## src/inc/stepper_consts.svh

```systemverilog
// constants for the stepper phase sequencer: offsets, fields, resets, codes, timing
`ifndef STEPPER_CONSTS_SVH
`define STEPPER_CONSTS_SVH

`define CLK_HZ 125000000
`define MODE_SETUP_NS 5000
`define MODE_SETUP_CYC ((`MODE_SETUP_NS * (`CLK_HZ / 1000000) + 999) / 1000)

`define AXI_AW 8
`define REG_STATUS 8'h00
`define REG_IRQ_STAT 8'h04
`define REG_IRQ_MASK 8'h08
`define REG_STEP_CNT 8'h0C

`define ST_POS_LSB 0
`define ST_FAULT 3
`define ST_KIND_LSB 4
`define ST_ENABLE 6
`define ST_RESET 7
`define ST_PIN 8

`define IRQ_STEP 0
`define IRQ_FAULT 1
`define IRQ_RELEASE 2
`define IRQ_W 3
`define IRQ_MASK_RST 3'h0

`define POS_INIT 3'h0
`define INIT_WIND 4'h9
`define WIND_W1P 0
`define WIND_W1N 1
`define WIND_W2P 2
`define WIND_W2N 3

`define KIND_NONE 2'h0
`define KIND_OPEN 2'h1
`define KIND_OVERCUR 2'h2
`define KIND_OVERHEAT 2'h3

`define RESP_OKAY 2'h0
`define RESP_SLVERR 2'h2

`define STEP_CNT_W 16
`define PIN_W 10

`endif

```

## src/inc/stepper_pkg.sv

```systemverilog
// types for the stepper phase sequencer
`include "stepper_consts.svh"
package stepper_pkg;
   typedef struct packed {
      logic [2:0] pos;
      logic step_prev;
      logic rst_prev;
      logic [3:0] windings;
      logic fault;
      logic [1:0] fault_kind;
      logic [`IRQ_W-1:0] irq_stat;
      logic [`IRQ_W-1:0] irq_mask;
      logic [`STEP_CNT_W-1:0] step_cnt;
      logic aw_held;
      logic [`AXI_AW-1:0] aw_addr;
      logic w_held;
      logic [31:0] w_data;
      logic [3:0] w_strb;
      logic bvalid;
      logic [1:0] bresp;
      logic rvalid;
      logic [31:0] rdata;
      logic [1:0] rresp;
   } seq_state_t;
endpackage

```

## src/rtl/pin_sync.sv

```systemverilog
// two-stage synchroniser for asynchronous pin inputs
`timescale 1ns/100ps
module pin_sync #(
   parameter int WIDTH = 1
) (
   input wire logic clk,
   input wire logic arst_n,
   input wire logic [WIDTH-1:0] d,
   output logic [WIDTH-1:0] q
);
   typedef struct packed {
      logic [WIDTH-1:0] meta;
      logic [WIDTH-1:0] sync;
   } sync_t;

   sync_t s_q;
   sync_t s_d;

   // first stage feeds only the second stage
   always_comb begin
      s_d.meta = d;
      s_d.sync = s_q.meta;
   end

   always_ff @(posedge clk or negedge arst_n) begin
      if (!arst_n) begin
         s_q <= '0;
      end else begin
         s_q <= s_d;
      end
   end

   assign q = s_q.sync;
endmodule

```

## src/rtl/stepper_phase_sequencer.sv

```systemverilog
// stepper phase sequencer with protection latch and AXI4-Lite status/interrupt registers
// Summary of operation
// With edge select high the phase advances one step on each step clock rise only.
// Excitation select low gives full-step two-phase drive, high gives half-step drive.
// With edge select low the phase advances on every rise and every fall of the step clock.
// A low system reset pin, combined with power-on reset, holds the sequencer in reset.
// Leaving reset starts at the initial phase with winding one positive and two negative on.
// Enable low forces all four winding outputs off whatever the phase.
// Enable high again resumes from the held phase; enable never resets the sequence.
// Direction select low steps clockwise, high steps counterclockwise.
// The host keeps excitation and edge select still within 5 us of any step clock edge.
// While enable is low the sequencer is frozen and only reset has any effect; the code still latches faults then.
// Open terminal, overcurrent or overheat pulls the fault flag low, latched until reset.
// Outputs follow the four-state or eight-state unipolar pattern; mode switch keeps phase.
`timescale 1ns/100ps
`include "stepper_consts.svh"
module stepper_phase_sequencer (
   input wire logic clk,
   input wire logic arst_n,
   input wire logic step_clock,
   input wire logic excitation_select,
   input wire logic clock_edge_select,
   input wire logic direction_select,
   input wire logic system_reset_low,
   input wire logic enable,
   input wire logic fault_open,
   input wire logic fault_overcurrent,
   input wire logic fault_overheat,
   input wire logic fault_flag_n_in,
   output logic winding_one_pos,
   output logic winding_one_neg,
   output logic winding_two_pos,
   output logic winding_two_neg,
   output logic fault_flag_n_out,
   output logic fault_flag_n_oe,
   output logic [1:0] fault_kind_level,
   output logic irq,
   input wire logic [`AXI_AW-1:0] awaddr,
   input wire logic [2:0] awprot,
   input wire logic awvalid,
   output logic awready,
   input wire logic [31:0] wdata,
   input wire logic [3:0] wstrb,
   input wire logic wvalid,
   output logic wready,
   output logic [1:0] bresp,
   output logic bvalid,
   input wire logic bready,
   input wire logic [`AXI_AW-1:0] araddr,
   input wire logic [2:0] arprot,
   input wire logic arvalid,
   output logic arready,
   output logic [31:0] rdata,
   output logic [1:0] rresp,
   output logic rvalid,
   input wire logic rready
);
   stepper_pkg::seq_state_t s_q;
   stepper_pkg::seq_state_t s_d;

   logic clk_s;
   logic exc_s;
   logic edge_sel_s;
   logic dir_s;
   logic rst_s;
   logic en_s;
   logic open_s;
   logic overcur_s;
   logic overheat_s;
   logic pin_s;
   logic rise_ev;
   logic fall_ev;
   logic run;
   logic step;
   logic fault_any;
   logic aw_take;
   logic w_take;
   logic ar_take;
   logic do_write;
   logic [`IRQ_W-1:0] irq_set;
   logic [`IRQ_W-1:0] irq_clr;

   // every pin, including the fault detectors, is asynchronous to clk
   pin_sync #(
      .WIDTH(`PIN_W)
   ) u_pin_sync (
      .clk(clk),
      .arst_n(arst_n),
      .d({step_clock, excitation_select, clock_edge_select, direction_select,
          system_reset_low, enable, fault_open, fault_overcurrent, fault_overheat,
          fault_flag_n_in}),
      .q({clk_s, exc_s, edge_sel_s, dir_s, rst_s, en_s, open_s, overcur_s, overheat_s,
          pin_s})
   );

   // unipolar pattern over eight half-step positions; even positions are two-phase
   function automatic logic [3:0] phase_pattern(input logic [2:0] p);
      logic [3:0] w;
      w = 4'h0;
      unique case (p)
         3'h0: w = 4'h9;
         3'h1: w = 4'h1;
         3'h2: w = 4'h5;
         3'h3: w = 4'h4;
         3'h4: w = 4'h6;
         3'h5: w = 4'h2;
         3'h6: w = 4'hA;
         3'h7: w = 4'h8;
      endcase
      return w;
   endfunction

   // full-step from an odd (one-phase) position realigns to the nearest even one
   function automatic logic [2:0] next_pos(input logic [2:0] p, input logic half,
                                           input logic ccw);
      logic [2:0] d;
      d = (half || p[0]) ? 3'h1 : 3'h2;
      return ccw ? 3'(p - d) : 3'(p + d);
   endfunction

   function automatic logic reg_hit(input logic [`AXI_AW-1:0] a);
      return (a == `REG_STATUS) || (a == `REG_IRQ_STAT) ||
             (a == `REG_IRQ_MASK) || (a == `REG_STEP_CNT);
   endfunction

   function automatic logic [31:0] read_word(input logic [`AXI_AW-1:0] a,
                                             input stepper_pkg::seq_state_t s,
                                             input logic en, input logic rs,
                                             input logic pin);
      logic [31:0] v;
      v = 32'h0000_0000;
      case (a)
         `REG_STATUS: begin
            v[`ST_POS_LSB +: 3] = s.pos;
            v[`ST_FAULT] = s.fault;
            v[`ST_KIND_LSB +: 2] = s.fault_kind;
            v[`ST_ENABLE] = en;
            v[`ST_RESET] = !rs;
            v[`ST_PIN] = pin;
         end
         `REG_IRQ_STAT: v[`IRQ_W-1:0] = s.irq_stat;
         `REG_IRQ_MASK: v[`IRQ_W-1:0] = s.irq_mask;
         `REG_STEP_CNT: v[`STEP_CNT_W-1:0] = s.step_cnt;
         default: v = 32'h0000_0000;
      endcase
      return v;
   endfunction

   assign rise_ev = clk_s && !s_q.step_prev;
   assign fall_ev = !clk_s && s_q.step_prev;
   // a stopped internal clock: stepping halts, but reset and the fault latch still act
   assign run = en_s && rst_s;
   // mode bits are sampled at the same edge that steps, so they must be settled R9
   assign step = run && (rise_ev || (!edge_sel_s && fall_ev));
   assign fault_any = open_s || overcur_s || overheat_s;

   assign awready = !s_q.aw_held && !s_q.bvalid;
   assign wready = !s_q.w_held && !s_q.bvalid;
   assign arready = !s_q.rvalid;
   assign aw_take = awvalid && awready;
   assign w_take = wvalid && wready;
   assign ar_take = arvalid && arready;
   assign do_write = s_q.aw_held && s_q.w_held && !s_q.bvalid;

   always_comb begin
      irq_set = '0;
      irq_set[`IRQ_STEP] = step;
      irq_set[`IRQ_FAULT] = rst_s && fault_any && !s_q.fault;
      irq_set[`IRQ_RELEASE] = rst_s && !s_q.rst_prev;
      irq_clr = '0;
      if (do_write && s_q.aw_addr == `REG_IRQ_STAT && s_q.w_strb[0]) begin
         irq_clr = s_q.w_data[`IRQ_W-1:0];
      end
   end

   always_comb begin
      s_d = s_q;
      // edge history keeps tracking while disabled so resuming makes no phantom step
      s_d.step_prev = clk_s;
      s_d.rst_prev = rst_s;
      if (!rst_s) begin
         s_d.pos = `POS_INIT;
         s_d.fault = 1'b0;
         s_d.fault_kind = `KIND_NONE;
      end else begin
         if (step) begin
            s_d.pos = next_pos(s_q.pos, exc_s, dir_s);
            s_d.step_cnt = s_q.step_cnt + 1'b1;
         end
         if (!s_q.fault && fault_any) begin
            s_d.fault = 1'b1;
            if (overheat_s) begin
               s_d.fault_kind = `KIND_OVERHEAT;
            end else if (overcur_s) begin
               s_d.fault_kind = `KIND_OVERCUR;
            end else begin
               s_d.fault_kind = `KIND_OPEN;
            end
         end
      end
      // gate at the output only, so the held phase is untouched by enable
      s_d.windings = (en_s && !s_d.fault) ? phase_pattern(s_d.pos) : 4'h0;
      // set wins over a simultaneous write-one clear
      s_d.irq_stat = (s_q.irq_stat & ~irq_clr) | irq_set;
      if (aw_take) begin
         s_d.aw_held = 1'b1;
         s_d.aw_addr = awaddr;
      end
      if (w_take) begin
         s_d.w_held = 1'b1;
         s_d.w_data = wdata;
         s_d.w_strb = wstrb;
      end
      if (s_q.bvalid && bready) begin
         s_d.bvalid = 1'b0;
      end
      if (do_write) begin
         s_d.aw_held = 1'b0;
         s_d.w_held = 1'b0;
         s_d.bvalid = 1'b1;
         s_d.bresp = reg_hit(s_q.aw_addr) ? `RESP_OKAY : `RESP_SLVERR;
         if (s_q.aw_addr == `REG_IRQ_MASK && s_q.w_strb[0]) begin
            s_d.irq_mask = s_q.w_data[`IRQ_W-1:0];
         end
      end
      if (s_q.rvalid && rready) begin
         s_d.rvalid = 1'b0;
      end
      if (ar_take) begin
         s_d.rvalid = 1'b1;
         s_d.rdata = read_word(araddr, s_q, en_s, rst_s, pin_s);
         s_d.rresp = reg_hit(araddr) ? `RESP_OKAY : `RESP_SLVERR;
      end
   end

   always_ff @(posedge clk or negedge arst_n) begin
      if (!arst_n) begin
         s_q <= '0;
      end else begin
         s_q <= s_d;
      end
   end

   assign winding_one_pos = s_q.windings[`WIND_W1P];
   assign winding_one_neg = s_q.windings[`WIND_W1N];
   assign winding_two_pos = s_q.windings[`WIND_W2P];
   assign winding_two_neg = s_q.windings[`WIND_W2N];
   // open drain: only ever pulls low
   assign fault_flag_n_out = 1'b0;
   assign fault_flag_n_oe = s_q.fault;
   assign fault_kind_level = s_q.fault_kind;
   assign irq = |(s_q.irq_stat & s_q.irq_mask);
   assign bvalid = s_q.bvalid;
   assign bresp = s_q.bresp;
   assign rvalid = s_q.rvalid;
   assign rdata = s_q.rdata;
   assign rresp = s_q.rresp;
endmodule

```

## config.mk

```make
export PLATFORM = sky130hd
export DESIGN_NAME = stepper_phase_sequencer
export DESIGN_NICKNAME = d
export VERILOG_FILES = /design/src/inc/stepper_pkg.sv /design/src/rtl/pin_sync.sv /design/src/rtl/stepper_phase_sequencer.sv
export VERILOG_INCLUDE_DIRS = /design/src /design/src/inc
export SDC_FILE = /design/constraint.sdc
export NUM_CORES = 1
export LEC_CHECK = 0
export ABC_AREA = 1
export BUFFER_PORTS_ARGS = -buffer_cell sky130_fd_sc_hd__buf_2
export CAP_MARGIN = 25
export CELL_PAD_IN_SITES_DETAIL_PLACEMENT = 0
export CELL_PAD_IN_SITES_GLOBAL_PLACEMENT = 1
export CORE_UTILIZATION = 40
export DETAILED_ROUTE_END_ITERATION = 8
export GPL_ROUTABILITY_DRIVEN = 0
export GPL_TIMING_DRIVEN = 0
export HOLD_SLACK_MARGIN = 0.02
export PLACE_DENSITY_LB_ADDON = 0.1
export RECOVER_POWER = 25
export SYNTH_ARGS = -nofsm -noshare
export SYNTH_HDL_FRONTEND = slang
export SYNTH_SLANG_ARGS = --single-unit
export TNS_END_PERCENT = 10
```

## constraint.sdc

```tcl
create_clock -name clk -period 2.6 [get_ports clk]
set_input_delay 0.26 -clock clk [delete_from_list [all_inputs] [get_ports clk]]
set_output_delay 0.26 -clock clk [all_outputs]
set_load 0.01 [all_outputs]
```

==> impl_metrics.env <==
export IMPL_overflow=0
export IMPL_critical_path_cell_chain="dlygate4sd3_1 > clkbuf_1 > buf_16"
export IMPL_start_util_pct=41.1
export IMPL_antenna_found_initial=0
export IMPL_hold_class="in2reg"
export IMPL_ys_warnings_count=0
export IMPL_peakVddDrop_v=0.000359
export IMPL_final_worst_path_cycle_share_pct=70.1
export IMPL_timing_critical_path_from_type="input port"
export IMPL_max_freq_ghz=0.549
export IMPL_core_area_mm2=0.00977
export IMPL_critical_path_max_stage_delay_ns=1.14
export IMPL_crit_slowest_cell="sky130_fd_sc_hd__clkbuf_1"
export IMPL_die_width_um=102
export IMPL_postSynth_topFlopCell="sky130_fd_sc_hd__dfrtp_1"
export IMPL_post_cts_resized_instances=0
export IMPL_synth_commonest_cells="sky130_fd_sc_hd__dfrtp_1, sky130_fd_sc_hd__nand2_1, sky130_fd_sc_hd__inv_1"
export IMPL_clock_sinks=88
export IMPL_cts_made_buffers=9
export IMPL_finish_utilization_pct=50.2
export IMPL_dp_slack_ns=0.782
export IMPL_design_die_area_mm2=0.0104
export IMPL_p_per_cell_area_mw_per_mm2=681
export IMPL_io_pin_count=125
export IMPL_timing_worst_setup_path_type="in2async"
export IMPL_cts_clk_slew_worst_paths_ns=0.09
export IMPL_finish_cell_count_without_fillers=669
export IMPL_fin_tns_setup_ns=0
export IMPL_layout_nets=608
export IMPL_synth_area_leader_cell="sky130_fd_sc_hd__dfrtp_1"
export IMPL_timing_max_cap_violations=1
export IMPL_pin_count_of_the_biggest_net_entering_global_routing=63
export IMPL_timing_hold_violations_final=0
export IMPL_worst_path_max_fanout=62
export IMPL_grt_pass1_wl_um=13000
export IMPL_worst_endpoint_arrival_ns=2.34
export IMPL_synth_cells=423
export IMPL_slew_limit_headroom_pct=-5.48
export IMPL_numPlacedInstances=642
export IMPL_tritoncts="done"
export IMPL_die_height_um=102
export IMPL_post_route_cell_area_mm2=0.00491
export IMPL_fin_crit_ns=1.82
export IMPL_groute_usage_overall_pct=16.3
export IMPL_detail_route_iter0_violations=99
export IMPL_number_of_max_slew_violations_in_the_final_report=27
export IMPL_detailroute_via_count=2948
export IMPL_path_delay_family="buffers and inverters"
export IMPL_timing_clock_skew_ns=0.00891
export IMPL_synth_edf_count=0
export IMPL_core_rowCount=36
export IMPL_fin_ws_ns=0.778
export IMPL_yosysSeqAreaShare_pct=54.8
export IMPL_ctsLongestPathBuffers=2
export IMPL_setup_viol_count_final=0
export IMPL_port_buffer_count=67
export IMPL_violated_checks="capacitance limit, slew limit"
export IMPL_antenna_diode_instance_count=0
export IMPL_drive_gt1_share_pct=28.2
export IMPL_netlist_area_mm2=0.00402
export IMPL_hpwlAfterDp_um=5640
export IMPL_worst_skew_pair_late_latency_ns=0.36
export IMPL_yosysTopAreaCellShare_pct=54.8
export IMPL_netlist_top_cells_area="sky130_fd_sc_hd__dfrtp_1, sky130_fd_sc_hd__nand2_1, sky130_fd_sc_hd__buf_4"
export IMPL_worst_slew_pin_slew_ns=1.58
export IMPL_drcViolationCount=0
export IMPL_mean_syn_cell_area_um2=9.49
export IMPL_synth_most_common_cell="sky130_fd_sc_hd__dfrtp_1"
export IMPL_yosys_register_bits=88
export IMPL_drt_pass1_iter_count=5
export IMPL_p_leak_nw=2.52
export IMPL_vias_per_cell=4.41
export IMPL_status="finished with violations"
export IMPL_finalWirelength_um=7750
export IMPL_proportion_of_register_bits_with_asynchronous_set_or_reset_after_synthesis_pct=100
export IMPL_grt_setup_unrepaired="no"
export IMPL_critPathRequiredTime_ns=3.12
export IMPL_detailed_place_area_mm2=0.00462
export IMPL_antenna_violating_nets_left=0
export IMPL_worst_path_buf_inv=3
export IMPL_wire_per_inst_um=11.6
export IMPL_root_buffer_cell="sky130_fd_sc_hd__clkbuf_8"
export IMPL_timing_critical_path_to_type="asynchronous set/reset pin"
export IMPL_ys_types=32
export IMPL_syn_to_final_growth_pct=22.2
export IMPL_grt_pass1_vias=2778
export IMPL_h_tree_depth=3
-- cell type report --
class                   count  area (um^2)
multi-input cells         260         1380
flip-flops and latches     88         2200
repair buffers             79          472
clock inverters             7         61.3
well taps                 133          166
clock buffers               9          124
inverters                  49          185
fillers                   991         4870
plain buffers              44          320
-- what timing repair did --
item,4_1_cts,5_1_grt
hold buffers,11,0
hold endpoints to repair,36,0
buffers inserted,0,0
-- cell usage in the layout, fill, tap and decap left out, types with 5 or more instances in the layout --
cell                            netlist  routed
sky130_fd_sc_hd__a31oi_1              6       6
sky130_fd_sc_hd__buf_2                1      67
sky130_fd_sc_hd__buf_4               39      39
sky130_fd_sc_hd__clkbuf_8             0       9
sky130_fd_sc_hd__conb_1               1      19
sky130_fd_sc_hd__dfrtp_1             88      88
sky130_fd_sc_hd__dlygate4sd3_1        0      11
sky130_fd_sc_hd__inv_1               46      46
sky130_fd_sc_hd__mux2_2              10      10
sky130_fd_sc_hd__nand2_1             86      86
sky130_fd_sc_hd__nand3_1             37      37
sky130_fd_sc_hd__nand4_1             10      10
sky130_fd_sc_hd__nor2_1              34      34
sky130_fd_sc_hd__nor3_1               9       9
sky130_fd_sc_hd__o21ai_0             11      11
sky130_fd_sc_hd__xnor2_1              5       5
sky130_fd_sc_hd__xor2_1               7       7
-- metrics by stage --
step	hold WS [ns]	total power, mW
global route	0.0743	3.55
CTS	0.0759	3.39
finish	0.0826	3.34
global placement	0.332	2.44
floorplan	-0.0356	2.21
detailed placement	0.209	2.46
-- report_power, final --
group / internal, mW / total [mW] / switching (mW) / leakage [nW]
Sequential: 1.58 / 1.74 / 0.152 / 1.09
Combinational: 0.328 / 0.706 / 0.378 / 1.33
Clock: 0.369 / 0.901 / 0.532 / 0.0945
Total: 2.28 / 3.34 / 1.06 / 2.52
-- per-layer routing --
layer / wire [um] / vias to the layer above / track usage [%] / part of all wire [%]
met5: 0 / - / 0 / 0
met2: 3490 / 64 / 26.5 / 45
met3: 313 / 10 / 3.49 / 4.0
li1: - / 1513 / - / -
met4: 99 / 0 / 5.60 / 1.3
met1: 3850 / 1361 / 21.7 / 50
-- path summary, 6_finish.rpt --
path,startpoint,to,slack [ns],cells past startpoint
max,arst_n,s_q[89],0.78,3
min,bready,bvalid,0.08,2
max reg2reg,s_q[115],winding_two_neg,0.79,12
min reg2reg,u_pin_sync.s_d[7],u_pin_sync.q[7],0.36,0
max in group clk,s_q[115],winding_two_neg,0.79,12
min in group asynchronous,arst_n,s_q[38],0.84,2
-- logic make-up after synthesis --
| group | synth area share, % |
|---|---|
| buf+inv | 12.6 |
| other cells | 0.0934 |
| mux | 2.80 |
| flops | 54.8 |
| simple gates | 22.8 |
| fa+ha+maj | 0.810 |
| compound gates | 3.46 |
| xor+xnor | 2.62 |
-- state kept, by name (all words and copies together) (netlist names) --
name	cells
rvalid	1
fault_kind_level	2
rresp	1
rdata	16
winding_one_pos	1
bresp	1
winding_two_pos	1
s_q	41
u_pin_sync.s_d	10
winding_one_neg	1
bvalid	1
winding_two_neg	1
u_pin_sync.q	10
fault_flag_n_oe	1
Note: power is estimated with default switching activity, not from simulation.
